[src/seq_consts.svh]
// Constants for the sequencer clock, prescaler, timer and macrocell slice.
// Assumes a 25 MHz system clock; all slower clocks are made as one-cycle ticks.
// Overview of operation
// - Fixed 250 kHz oscillator feeds both prescalers.
// - Array clock divides source by one to 128.
// - Internal mode: clock pin is open-drain array clock.
// - External mode: pin is input feeding both prescalers.
// - Timer clock divides source by four to 512.
// - Both timers share one timer clock.
// - Each timer has own doubling end count.
// - Internal timeouts span 32 us to 524 ms.
// - Timer control selectable from any macrocell output.
// - Timer cleared by reset pin, power-on, low control.
// - External mode timeouts follow external clock rate.
// - Eight macrocells, each D or T flip-flop.
// - Bypass sends sum straight to macrocell output.
// - Polarity XOR applied to each sum.
// - Macrocell flip-flops use common array clock.
// - Reset from terms, pin, power-on; preset from terms only.
// - Each macrocell ORs five product terms.
// - AND array 20 inputs, 41 terms, sharing.
// - Comparator levels enter array as high/low.
`ifndef SEQ_CONSTS_SVH
`define SEQ_CONSTS_SVH

`define CLK_FREQ_KHZ      25000
`define OSC_FREQ_KHZ      250
`define OSC_DIV           (`CLK_FREQ_KHZ / `OSC_FREQ_KHZ)
`define OSC_HALF          (`OSC_DIV / 2)
`define OSC_CNT_W         7
`define PRESC_W           9
`define TIMER_MIN_SHIFT   2
`define TIMER_CNT_W       9
`define TIMER_MIN_END     2
`define TIMER_MIN_US      32
`define TIMER_MAX_US      524288
`define MC_COUNT          8
`define TERMS_PER_MC      5
`define ARRAY_INPUTS      20
`define TERM_COUNT        41
`define CTRL_TERM         40
`define TIMER_COUNT       2
`define MONITOR_COUNT     6
`define DIGITAL_COUNT     4
`define SYNC_W            12
`define SYNC_IDLE         12'h400

`endif

[src/seq_pkg.sv]
// Types shared by the sequencer clock, timer and macrocell modules.
// Assumes seq_consts.svh is on the include path.
`include "seq_consts.svh"
package seq_pkg;
    typedef enum logic {
        SRC_INTERNAL = 1'b0,
        SRC_EXTERNAL = 1'b1
    } clk_src_type;
    typedef logic [2:0]                   div_sel_type;
    typedef logic [`ARRAY_INPUTS-1:0]     term_mask_type;
    typedef logic [`TIMER_CNT_W-1:0]      timer_cnt_type;
endpackage : seq_pkg

[src/seq_clock_prescaler_timers.sv]
// Clock generation, prescalers, two delay timers and the macrocell slice.
// Assumes configuration ports are static and pins are asynchronous to clk.
`timescale 1ns/100ps
`include "seq_consts.svh"
module seq_clock_prescaler_timers #(
    parameter int MC_COUNT    = `MC_COUNT,
    parameter int TIMER_COUNT = `TIMER_COUNT
) (
    input  wire logic                  clk,                 // 25 MHz clock.
    input  wire logic                  reset,               // Power-on reset.
    input  wire logic                  global_reset_n_pin,  // Reset pin, low.
    input  wire logic                  clk_pin_in,          // Clock pin level.
    output logic                       clk_pin_out,         // Clock pin drive.
    output logic                       clk_pin_oe,          // Pulls pin low.
    input  wire logic [`MONITOR_COUNT-1:0] monitor_in,      // Comparator levels.
    input  wire logic [`DIGITAL_COUNT-1:0] digital_in,      // Digital inputs.
    input  wire seq_pkg::clk_src_type  clk_source_cfg,      // Clock source.
    input  wire seq_pkg::div_sel_type  array_div_cfg,       // Array divider.
    input  wire seq_pkg::div_sel_type  timer_div_cfg,       // Timer divider.
    input  wire seq_pkg::div_sel_type  timer_end_cfg  [TIMER_COUNT], // Ends.
    input  wire seq_pkg::div_sel_type  timer_ctrl_cfg [TIMER_COUNT], // Ctrl.
    input  wire seq_pkg::term_mask_type term_true_cfg [`TERM_COUNT], // True.
    input  wire seq_pkg::term_mask_type term_comp_cfg [`TERM_COUNT], // Comp.
    input  wire logic [`TERM_COUNT-1:0] term_used_cfg,      // Term in use.
    input  wire logic [MC_COUNT-1:0]   mc_invert_cfg,       // Polarity.
    input  wire logic [MC_COUNT-1:0]   mc_bypass_cfg,       // Bypass.
    input  wire logic [MC_COUNT-1:0]   mc_toggle_cfg,       // T-type.
    input  wire logic [MC_COUNT-1:0]   mc_borrow_cfg,       // Borrow next.
    input  wire logic [MC_COUNT-1:0]   mc_pt_reset_cfg,     // Term resets.
    input  wire logic [MC_COUNT-1:0]   mc_pt_preset_cfg,    // Term presets.
    input  wire logic [MC_COUNT-1:0]   mc_pin_reset_cfg,    // Pin resets.
    output logic [MC_COUNT-1:0]        mc_out,              // Macrocells.
    output logic [TIMER_COUNT-1:0]     timer_done           // Timer outputs.
);
    import seq_pkg::*;

    // The power-of-two divider tap is decoded for both prescalers.
    function automatic logic div_hit(input logic [`PRESC_W-1:0] cnt,
                                     input logic [3:0]          shift);
        logic [`PRESC_W-1:0] mask;
        mask = `PRESC_W'(({1'b0, {`PRESC_W{1'b0}}} | 10'h001) << shift) -
               `PRESC_W'(1);
        return (cnt & mask) == mask;
    endfunction : div_hit

    // Input synchronisers: reset pin, clock pin, monitors, digital inputs.
    logic [`SYNC_W-1:0] sync_raw;
    logic [`SYNC_W-1:0] sync1_reg;
    logic [`SYNC_W-1:0] sync2_reg;
    logic               global_clear;
    logic               ext_level;
    logic [`MONITOR_COUNT-1:0] monitor_level;
    logic [`DIGITAL_COUNT-1:0] digital_level;

    assign sync_raw      = {~global_reset_n_pin, clk_pin_in, monitor_in, digital_in};
    assign global_clear  = sync2_reg[`SYNC_W-1];
    assign ext_level     = sync2_reg[`SYNC_W-2];
    assign monitor_level = sync2_reg[`DIGITAL_COUNT +: `MONITOR_COUNT];
    assign digital_level = sync2_reg[`DIGITAL_COUNT-1:0];

    always_ff @(posedge clk) begin
        // Reset to the pins' idle levels, so the pulled-up clock pin shows no
        // false rising edge to the external edge detector after reset.
        if (reset) begin
            sync1_reg <= `SYNC_IDLE;
            sync2_reg <= `SYNC_IDLE;
        end else begin
            sync1_reg <= sync_raw;
            sync2_reg <= sync1_reg;
        end
    end

    // Oscillator, external edge detect and source selection.
    logic [`OSC_CNT_W-1:0] osc_cnt_reg;
    logic [`OSC_CNT_W-1:0] osc_cnt_next;
    logic                  osc_level_reg;
    logic                  osc_level_next;
    logic                  osc_tick;
    logic                  ext_prev_reg;
    logic                  ext_tick;
    logic                  src_tick;
    logic                  internal_mode;

    assign osc_tick      = (osc_cnt_reg == `OSC_CNT_W'(`OSC_DIV - 1));
    assign ext_tick      = ext_level & ~ext_prev_reg;
    assign internal_mode = (clk_source_cfg == SRC_INTERNAL);
    // One tick stream feeds both prescalers from whichever source is chosen.
    assign src_tick      = internal_mode ? osc_tick : ext_tick;

    always_comb begin
        osc_cnt_next   = osc_tick ? '0 : osc_cnt_reg + 1'b1;
        osc_level_next = (osc_cnt_next < `OSC_CNT_W'(`OSC_HALF));
    end

    always_ff @(posedge clk) begin
        if (reset) begin
            osc_cnt_reg   <= '0;
            osc_level_reg <= 1'b0;
            ext_prev_reg  <= 1'b1;
        end else begin
            osc_cnt_reg   <= osc_cnt_next;
            osc_level_reg <= osc_level_next;
            ext_prev_reg  <= ext_level;
        end
    end

    // Shared prescaler counter; each divider taps its own power of two.
    logic [`PRESC_W-1:0] presc_cnt_reg;
    logic [`PRESC_W-1:0] presc_cnt_next;
    logic                array_tick;
    logic                timer_tick;
    logic [3:0]          timer_shift;
    logic                array_level;

    assign timer_shift = {1'b0, timer_div_cfg} + 4'(`TIMER_MIN_SHIFT);
    assign array_tick  = src_tick & div_hit(presc_cnt_reg, {1'b0, array_div_cfg});
    assign timer_tick  = src_tick & div_hit(presc_cnt_reg, timer_shift);

    // The array clock level for the pin follows the matching counter bit, or the
    // oscillator level when undivided, so the pin shows the same frequency as the array clock tick rate.
    always_comb begin
        presc_cnt_next = src_tick ? presc_cnt_reg + 1'b1 : presc_cnt_reg;
        if (array_div_cfg == 3'h0) begin
            array_level = osc_level_reg;
        end else begin
            array_level = presc_cnt_reg[array_div_cfg - 3'h1];
        end
    end

    always_ff @(posedge clk) begin
        if (reset) begin
            presc_cnt_reg <= '0;
        end else begin
            presc_cnt_reg <= presc_cnt_next;
        end
    end

    // Open-drain clock output: only ever pulls low, never drives high.
    logic pin_oe_reg;
    logic pin_oe_next;
    logic pin_out_reg;

    assign clk_pin_oe  = pin_oe_reg;
    assign clk_pin_out = pin_out_reg;

    always_comb begin
        pin_oe_next = internal_mode & ~array_level;
    end

    always_ff @(posedge clk) begin
        if (reset) begin
            pin_oe_reg  <= 1'b0;
            pin_out_reg <= 1'b0;
        end else begin
            pin_oe_reg  <= pin_oe_next;
            pin_out_reg <= 1'b0;
        end
    end

    // AND array. Macrocell and timer feedback use registered copies, which
    // breaks the combinational loop a bypassed macrocell would otherwise make.
    logic [`ARRAY_INPUTS-1:0] array_in;
    logic [`TERM_COUNT-1:0]   term;
    logic [MC_COUNT-1:0]      mc_out_reg;
    logic [MC_COUNT-1:0]      mc_out_next;
    logic [TIMER_COUNT-1:0]   timer_done_w;

    assign array_in = {timer_done_w, mc_out_reg, digital_level, monitor_level};

    genvar t;
    generate
        for (t = 0; t < `TERM_COUNT; t++) begin : g_term
            assign term[t] = term_used_cfg[t] &
                             (&(~term_true_cfg[t] | array_in)) &
                             (&(~term_comp_cfg[t] | ~array_in));
        end
    endgenerate

    // Macrocells with neighbour sharing and reset/preset sources.
    logic [MC_COUNT-1:0] own_sum;
    logic [MC_COUNT-1:0] cell_out;

    genvar j;
    generate
        for (j = 0; j < MC_COUNT; j++) begin : g_mc
            seq_macrocell u_cell (
                .clk        (clk),
                .reset      (reset),
                .array_tick (array_tick),
                .terms      (term[j*`TERMS_PER_MC +: `TERMS_PER_MC]),
                .borrow_in  (mc_borrow_cfg[j] & own_sum[(j + 1) % MC_COUNT]),
                .invert     (mc_invert_cfg[j]),
                .bypass     (mc_bypass_cfg[j]),
                .toggle     (mc_toggle_cfg[j]),
                .ff_reset   ((mc_pt_reset_cfg[j] & term[`CTRL_TERM]) |
                             (mc_pin_reset_cfg[j] & global_clear)),
                .ff_preset  (mc_pt_preset_cfg[j] & term[`CTRL_TERM]),
                .own_sum    (own_sum[j]),
                .cell_out   (cell_out[j])
            );
        end
    endgenerate

    assign mc_out = mc_out_reg;

    always_comb begin
        mc_out_next = cell_out;
    end

    always_ff @(posedge clk) begin
        if (reset) begin
            mc_out_reg <= '0;
        end else begin
            mc_out_reg <= mc_out_next;
        end
    end

    // Delay timers on the shared timer tick.
    genvar k;
    generate
        for (k = 0; k < TIMER_COUNT; k++) begin : g_timer
            seq_delay_timer u_timer (
                .clk     (clk),
                .reset   (reset),
                .clear   (global_clear),
                .tick    (timer_tick),
                .control (mc_out_reg[timer_ctrl_cfg[k]]),
                .end_sel (timer_end_cfg[k]),
                .done    (timer_done_w[k])
            );
        end
    endgenerate

    assign timer_done = timer_done_w;
endmodule : seq_clock_prescaler_timers

[src/seq_delay_timer.sv]
// One delay timer counting shared timer-clock ticks.
// Assumes tick is a one-cycle pulse on clk and control is already on clk.
`timescale 1ns/100ps
`include "seq_consts.svh"
module seq_delay_timer (
    input  wire logic                 clk,       // System clock.
    input  wire logic                 reset,     // Power-on reset, high.
    input  wire logic                 clear,     // Global reset pin, high.
    input  wire logic                 tick,      // Timer clock tick.
    input  wire logic                 control,   // Run while high.
    input  wire seq_pkg::div_sel_type end_sel,   // End count is 2 shl sel.
    output logic                      done       // Timeout reached.
);
    import seq_pkg::*;

    timer_cnt_type count_reg;
    timer_cnt_type count_next;
    timer_cnt_type end_count;
    logic          done_reg;
    logic          done_next;

    assign end_count = timer_cnt_type'(`TIMER_MIN_END) << end_sel;
    assign done      = done_reg;

    always_comb begin
        count_next = count_reg;
        done_next  = done_reg;
        if (clear || !control) begin
            count_next = '0;
            done_next  = 1'b0;
        end else if (tick && !done_reg) begin
            count_next = count_reg + 1'b1;
            if (count_next == end_count) begin
                done_next = 1'b1;
            end
        end
    end

    always_ff @(posedge clk) begin
        if (reset) begin
            count_reg <= '0;
            done_reg  <= 1'b0;
        end else begin
            count_reg <= count_next;
            done_reg  <= done_next;
        end
    end
endmodule : seq_delay_timer

[src/seq_macrocell.sv]
// One logic-array macrocell: five-term OR, polarity, D/T flip-flop, bypass.
// Assumes array_tick is the one-cycle logic-array clock tick on clk.
`timescale 1ns/100ps
`include "seq_consts.svh"
module seq_macrocell (
    input  wire logic                     clk,         // System clock.
    input  wire logic                     reset,       // Power-on reset, high.
    input  wire logic                     array_tick,  // Array clock tick.
    input  wire logic [`TERMS_PER_MC-1:0] terms,       // Own product terms.
    input  wire logic                     borrow_in,   // Neighbour sum lent.
    input  wire logic                     invert,      // Polarity select.
    input  wire logic                     bypass,      // Combinational out.
    input  wire logic                     toggle,      // T-type when high.
    input  wire logic                     ff_reset,    // Clear flip-flop.
    input  wire logic                     ff_preset,   // Set flip-flop.
    output logic                          own_sum,     // OR of own terms.
    output logic                          cell_out     // Macrocell output.
);
    import seq_pkg::*;

    logic sum;
    logic q_reg;
    logic q_next;

    assign own_sum  = |terms;
    assign sum      = (own_sum | borrow_in) ^ invert;
    assign cell_out = bypass ? sum : q_reg;

    // Reset and preset act on any system clock, not only on an array tick,
    // so they behave as asynchronous controls seen from the array clock.
    always_comb begin
        q_next = q_reg;
        if (ff_reset) begin
            q_next = 1'b0;
        end else if (ff_preset) begin
            q_next = 1'b1;
        end else if (array_tick) begin
            q_next = toggle ? (q_reg ^ sum) : sum;
        end
    end

    always_ff @(posedge clk) begin
        if (reset) begin
            q_reg <= 1'b0;
        end else begin
            q_reg <= q_next;
        end
    end
endmodule : seq_macrocell

[config.mk]
export PLATFORM = sky130hd
export DESIGN_NAME = seq_clock_prescaler_timers
export DESIGN_NICKNAME = d
export VERILOG_FILES = /design/src/seq_pkg.sv /design/src/seq_clock_prescaler_timers.sv /design/src/seq_delay_timer.sv /design/src/seq_macrocell.sv
export VERILOG_INCLUDE_DIRS = /design/src
export SDC_FILE = /design/constraint.sdc
export NUM_CORES = 1
export LEC_CHECK = 0
export BUFFER_PORTS_ARGS = -buffer_cell sky130_fd_sc_hd__buf_2
export CAP_MARGIN = 20
export CORE_AREA = 4 4 697 699
export CTS_CLUSTER_SIZE = 28
export DETAILED_ROUTE_END_ITERATION = 7
export DIE_AREA = 0 0 701 703
export SETUP_SLACK_MARGIN = 0.05
export SLEW_MARGIN = 40
export SYNTH_ARGS = -nofsm -noshare
export SYNTH_HDL_FRONTEND = slang
export SYNTH_SLANG_ARGS = --single-unit
[constraint.sdc]
create_clock -name clk -period 4.3 [get_ports clk]
set_input_delay 0.215 -clock clk [delete_from_list [all_inputs] [get_ports clk]]
set_output_delay 0.215 -clock clk [all_outputs]
set_load 0.05 [all_outputs]
Yosys cells after proc, flatten, opt, wreduce, memory -nomap -nowiden --
Index checks and enable logic that the tools add are counted.
Storage, ports and cells: input port bits 1770, register bits after elaboration 79, word-level logic and storage cells 522, output and inout port bits 12
Operators by class: equal/unequal tests 5, reductions and logical operators 119, bitwise operators 321, order comparisons 4, multiplexer cells 41, shifts and indexed selects 4, add/subtract/negate cells 8
Operators by type and width (number):
- $not A20 Y20 | 83
- $or A20 B20 Y20 | 82
- $reduce_and A20 Y1 | 82
- $and A1 B1 Y1 | 118
- $reduce_or A5 Y1 | 8
- $mux W1 | 37
- $eq A9 B9 Y1 | 4
- $add A9 B1 Y9 const B | 3
- $reduce_or A2 Y1 | 10
- $and A9 B9 Y9 | 2
- $shl A2 B3 Y9 const A | 2
- $sub A9 B1 Y9 const B | 2
- $or A1 B1 Y1 | 16
- $reduce_bool A2 Y1 | 8
- $xor A1 B1 Y1 | 16
- $bmux W1 S3 | 3
- $shl A1 B3 Y9 const A | 1
- $shl A1 B4 Y9 const A | 1
- $lt A3 B4 Y1 const B | 2
- $add A7 B1 Y7 const B | 1
- $eq A7 B7 Y1 const B | 1
- $lt A7 B6 Y1 const B | 1
- $mux W7 | 1
- $lt A3 B5 Y1 const B | 1
- other kinds (8) | 17

Depth between registers and ports, before layout --
depth after elaboration 13, mapped depth 14, gate-level depth less buffers 13

By module --
A second synthesis with hierarchy kept.
Second synthesis, totals: cells, all modules 1869, area, all modules 14398.8 um^2
By module, submodules not included:
- seq_clock_prescaler_timers | times used 1, cells each 1573, sequential area each 1021.0 um^2, area each 12061.6 um^2
- seq_delay_timer | times used 2, cells each 88, sequential area each 200.2 um^2, area each 703.2 um^2
- seq_macrocell | times used 8, cells each 15, sequential area each 20.0 um^2, area each 116.4 um^2

Least setup slack after synthesis --
No wires, ideal clock.
kind reg2reg, start register mc_out_reg[1] (netlist: mc_out[1]), end register g_mc[4].u_cell.q_reg, data required time 4.240 ns, arrival time 3.122 ns, period minus slack after synthesis 3.182 ns, slack 1.118 ns, buffers on the path 4, cell stages (with the launch flop) 12, setup time 0.060 ns, cells stage by stage dfxtp_1 > buf_2 > buf_2 > buf_2 > mux2_2 > a2111oi_1 > nand4_1 > nor4_2 > buf_2 > nand2_1 > o41ai_2 > and3_1
On the way: cells in the longest elaborated chain, start to end 12, elaborated cells on any way between the ends 81, those cells by class mux (3); bitwise (52); reduce/logical (26)
RTL lines:
- start, declared | line seq_clock_prescaler_timers.sv:164 | logic [MC_COUNT-1:0] mc_out_reg;
- start signal, assigned | line seq_clock_prescaler_timers.sv:214 | mc_out_reg <= mc_out_next;
- $or A20 B20 Y20 or $not A20 Y20 (tied branches) | line seq_clock_prescaler_timers.sv:174, seq_clock_prescaler_timers.sv:175
- $reduce_and A20 Y1 or $or A20 B20 Y20 (tied branches) | line seq_clock_prescaler_timers.sv:174, seq_clock_prescaler_timers.sv:175
- $and A1 B1 Y1 or $reduce_and A20 Y1 (tied branches) | line seq_clock_prescaler_timers.sv:173, seq_clock_prescaler_timers.sv:175
- $and A1 B1 Y1 | line seq_clock_prescaler_timers.sv:174 | (&(~term_true_cfg[t] | array_in)) &
- $reduce_or A5 Y1 | line seq_macrocell.sv:25 | assign own_sum = |terms;
- $and A1 B1 Y1 | line seq_clock_prescaler_timers.sv:191 | .borrow_in (mc_borrow_cfg[j] & own_sum[(j + 1) % MC_COUNT]),
- $or A1 B1 Y1 | line seq_macrocell.sv:26 | assign sum = (own_sum | borrow_in) ^ invert;
- $xor A1 B1 Y1 | line seq_macrocell.sv:26
- $xor A1 B1 Y1 | line seq_macrocell.sv:38 | q_next = toggle ? (q_reg ^ sum) : sum;
- $mux W1 | line seq_macrocell.sv:38
- $mux W1 | line seq_macrocell.sv:37 | end else if (array_tick) begin
- $mux W1 | line seq_macrocell.sv:35 | end else if (ff_preset) begin
- end signal, assigned | line seq_macrocell.sv:46 | q_reg <= q_next;
- end, declared | line seq_macrocell.sv:22 | logic q_reg;
Several ways; a longest one is shown, not always the timed one. The select of a mux whose other input is x is not followed. A chain may end at the register's enable or synchronous reset.

Worst setup path in the final report --
start register sync2_reg[2], end register g_mc[2].u_cell.q_reg
On the way: cells in the longest elaborated chain, start to end 12, elaborated cells on any way between the ends 81, those cells by class mux (3); bitwise (52); reduce/logical (26)
RTL lines:
- start, declared | line seq_clock_prescaler_timers.sv:49 | logic [`SYNC_W-1:0] sync2_reg;
- start signal, assigned | line seq_clock_prescaler_timers.sv:66 | sync2_reg <= `SYNC_IDLE;
- start signal, assigned | line seq_clock_prescaler_timers.sv:69 | sync2_reg <= sync1_reg;
- $or A20 B20 Y20 or $not A20 Y20 (tied branches) | line seq_clock_prescaler_timers.sv:174, seq_clock_prescaler_timers.sv:175
- $reduce_and A20 Y1 or $or A20 B20 Y20 (tied branches) | line seq_clock_prescaler_timers.sv:174, seq_clock_prescaler_timers.sv:175
- $and A1 B1 Y1 or $reduce_and A20 Y1 (tied branches) | line seq_clock_prescaler_timers.sv:173, seq_clock_prescaler_timers.sv:175
- $and A1 B1 Y1 | line seq_clock_prescaler_timers.sv:174
- $reduce_or A5 Y1 | line seq_macrocell.sv:25
- $and A1 B1 Y1 | line seq_clock_prescaler_timers.sv:191
- $or A1 B1 Y1 | line seq_macrocell.sv:26
- $xor A1 B1 Y1 | line seq_macrocell.sv:26
- $xor A1 B1 Y1 | line seq_macrocell.sv:38
- $mux W1 | line seq_macrocell.sv:38
- $mux W1 | line seq_macrocell.sv:37
- $mux W1 | line seq_macrocell.sv:35
- end signal, assigned | line seq_macrocell.sv:46
- end, declared | line seq_macrocell.sv:22
Several ways; a longest one is shown, not always the timed one. The select of a mux whose other input is x is not followed.

==> flow_summary_export.csv <==
group,metric,value,unit
timing,rsz0062_at_grt,"true",
power_and_ir_drop,p_leak,13.7,nW
synthesis,ys_ff_latch,79,
clocking,h-tree-depth,3,
worst_hold_path,whs_path_depth,2,
drt,dr.pass1.iters,6,
timing,finalWorstSetupSlack,-0.0572,ns
timing,setup_viol_count_final,1,
power_and_ir_drop,power_frac_seq,0.152,
synthesis,yosysTopAreaCellShare,0.132,
drt,drtIter0Drc,4107,
setup_path,worst_setup_path_start_kind,"register",
synthesis,ys_warn_count,0,
place,portBuffers,1780,
place,dp_hpwl,542,mm
clocking,cts_buffer_depth,2,
synthesis,synth_ff_type,"dfxtp_1",
run,max_cap_viol_count,0,
setup_path,cp.arrival,4.75,ns
grt,grt_pass1_wl,654,mm
worst_hold_path,hp-start,"monitor_in[2]",
timing,final-hold-violation-count,0,
grt,grt-busiest-layer,"met2",
synthesis,synth_area_leader_cell,"mux2i_1",
grt,track_usage,0.229,
floorplanning,initial_utilization,0.0309,
clocking,cts.sinks,79,
floorplanning,core-area,479000,um2
cells_and_area,layout-drive-gt1-share,0.578,
power_and_ir_drop,pwr-share-comb,0.643,
synthesis,async_flop_share,0,
drt,drt_wl_total,592,mm
power_and_ir_drop,p_int,2.30,mW
setup_path,r2r_cells,13,
cells_and_area,largest_register_ffs,18,
timing,timing.final.crit_share,1.01,
timing,slew_violations,0,
timing,period_needed,4.36,ns
setup_path,cp.required,4.69,ns
drt,wl_per_cell,55.3,um
grt,grt_pass1_vias,29300,
drt,viasPerCell,3.16,
synthesis,synthTopCellsByCount,"a22oi_1, mux2i_1, nand2_1, a22o_1",
grt,grt-ovfl-total,0,
run_status,outcome,"finished, violations left",
synthesis,syn_area_per_cell,7.71,um2
run_status,failed_checks,"setup timing",
power_and_ir_drop,clock_power_share,0.205,
floorplanning,floorplan.die_area,493000,um2
timing,fin_skew,0.0551,ns
timing,max_slew.worst_pin.slew,1.04,ns
drt,via_count,33800,
setup_path,rrSetupSlack,-0.06,ns
drt,drc,0,
worst_hold_path,holdCritPathClass,"in -> reg",
power_and_ir_drop,swShare,0.556,
setup_path,cp-end-kind,"register",
cells_and_area,area_delta_synth_final,141,%
grt,use_met3,0.124,
synthesis,ys_top_cells_by_area,"mux2i_1, dfxtp_1, a22oi_1",
clocking,clk_latency,0.47,ns
synthesis,synth_area,14800,um2
cells_and_area,nets,5615,
power_and_ir_drop,power_density,145,nW/um2
setup_path,r2r-start,"sync2_reg[2]$_SDFF_PP0_",
floorplanning,fp.dieW,701,um
synthesis,ys_seq_area_frac,0.107,
synthesis,syn-num-nets,3707,
timing,timing.slew.headroom,0.305,
clocking,numCtsBuffers,9,
floorplanning,fp-row-count,254,
synthesis,syn_inst,1920,
grt,use_met2,0.352,
clocking,cts_tree,"yes",
floorplanning,io_pins,1782,
place,gp_congestion,0.973,
clocking,path_clk_slew,0.14,ns
grt,grt_max_degree,43,
synthesis,ys_types,81,
synthesis,synth.most_common_cell,"a22oi_1",
synthesis,synth_edf_count,0,
setup_path,r2r_end,"g_mc[2].u_cell.q_reg$_SDFFE_PP0P_",
place,place_ws,-0.583,ns
floorplanning,die_h,703,um
setup_path,critical_path_class,"reg -> reg",
power_and_ir_drop,vdd_ir_drop_max,0.000202,V
power_and_ir_drop,switching_power,2.88,mW
drt,ant_nets,0,
worst_hold_path,holdPathEnd,"sync1_reg[6]$_SDFF_PP0_",
clocking,cts_root_buf,"clkbuf_16",
grt,antenna_found_initial,918,
grt,use_met1,0.276,
timing,max_freq,230,MHz
setup_path,worstPathMaxFanout,10,
timing,fin_setup_tns,-0.0572,ns
[timing repair]
| action | in CTS | in global routing |
|---|---|---|
| setup endpoints to repair | 13 | 3 |
| setup buffers | 18 | 3 |
| resized for setup | 17 | 5 |
| endpoints found under the hold margin | 12 | 0 |
| pin swaps | 6 | 3 |
| hold buffers | 12 | 0 |
[critical path: stages (launching register included)]
cell      delay, ns
dfxtp_4        0.43
inv_6          0.16
buf_12         0.25
a222oi_1       0.93
nand4_1        0.55
buf_4          0.31
o211ai_1       0.38
buf_12         0.17
nor2_1         0.07
and3b_1        0.21
buf_4          0.14
o21ai_0        0.21
nand4_1        0.19
a21oi_1        0.23
[per-layer routing]
layer,part of all wire,wire length [um]
met2,0.43,253000
met4,0.036,21300
met3,0.13,75200
met1,0.40,239000
met5,0.0056,3330
[placed cells by master (no fill, tap or decap), types with 60 or more instances in the layout]
master	Yosys	routed
a22o_1	98	93
and3_1	60	60
diode_2	0	481
buf_4	8	208
buf_2	87	1781
nand2_1	132	132
nor2b_1	73	71
mux2i_1	196	195
nand3_1	87	87
a221oi_1	80	74
a221o_1	63	62
nor2_1	64	64
a22oi_1	206	203
[kinds of logic (layout without fill, tap and decap cells)]
group	after synthesis	after routing	share of synthesized area
XOR/XNOR	48	48	0.0284
adder cells (fa/ha/maj)	17	17	0.0144
other	1	482	0.000253
AND/OR/NAND/NOR	640	640	0.238
AO/OA/AOI/OAI	656	656	0.363
buffers and inverters	225	2138	0.0674
multiplexers	254	254	0.182
flip-flops	79	79	0.107
[how the worst max path moves through the flow]
stage,startpoint,end,cells after the start
final,sync2_reg[2]$_SDFF_PP0_,g_mc[2].u_cell.q_reg$_SDFFE_PP0P_,13
after global routing,sync2_reg[0]$_SDFF_PP0_,g_mc[0].u_cell.q_reg$_SDFFE_PP0P_,13
after CTS,sync2_reg[3]$_SDFF_PP0_,g_mc[5].u_cell.q_reg$_SDFFE_PP0P_,13
after detailed placement,mc_out[0]$_SDFF_PP0_,g_mc[5].u_cell.q_reg$_SDFFE_PP0P_,12
after global placement,mc_out[5]$_SDFF_PP0_,g_mc[0].u_cell.q_reg$_SDFFE_PP0P_,13
after floorplan,mc_out[1]$_SDFF_PP0_,g_mc[4].u_cell.q_reg$_SDFFE_PP0P_,11
[area by class of cell]
cell class              instances  area [um2]
flip-flops and latches         79        1660
clock inverters                 7        71.3
well taps                    6400        8010
clock buffers                   9         225
inverters                      67         309
diodes                        481        1200
repair buffers               2055       11600
fillers                     56900      443000
multi-input cells            1616       12500
[power groups by stage]
stage               combinational [mW]  sequential (mW)  clock, mW
global placement                  3.30            0.824          0
detailed placement                3.27            0.825          0
finish                            3.33            0.785       1.06
CTS                               3.34            0.788       1.15
global route                      3.38            0.787       1.13
floorplan                        0.690            0.786          0
[through the flow]
stage               hold slack, ns  power (mW)  instance area, um2  utilization  instances
global route                0.0272        5.29               35000       0.0731      10500
finish                      0.0563        5.18               35600       0.0745      10700
global placement             0.380        4.13               33600       0.0701      10200
CTS                        0.00179        5.27               34400       0.0718      10200
detailed placement           0.370        4.10               33700       0.0704      10200
floorplan                    0.282        1.48               14800            -       1920
(Power assumes the default switching activity.)
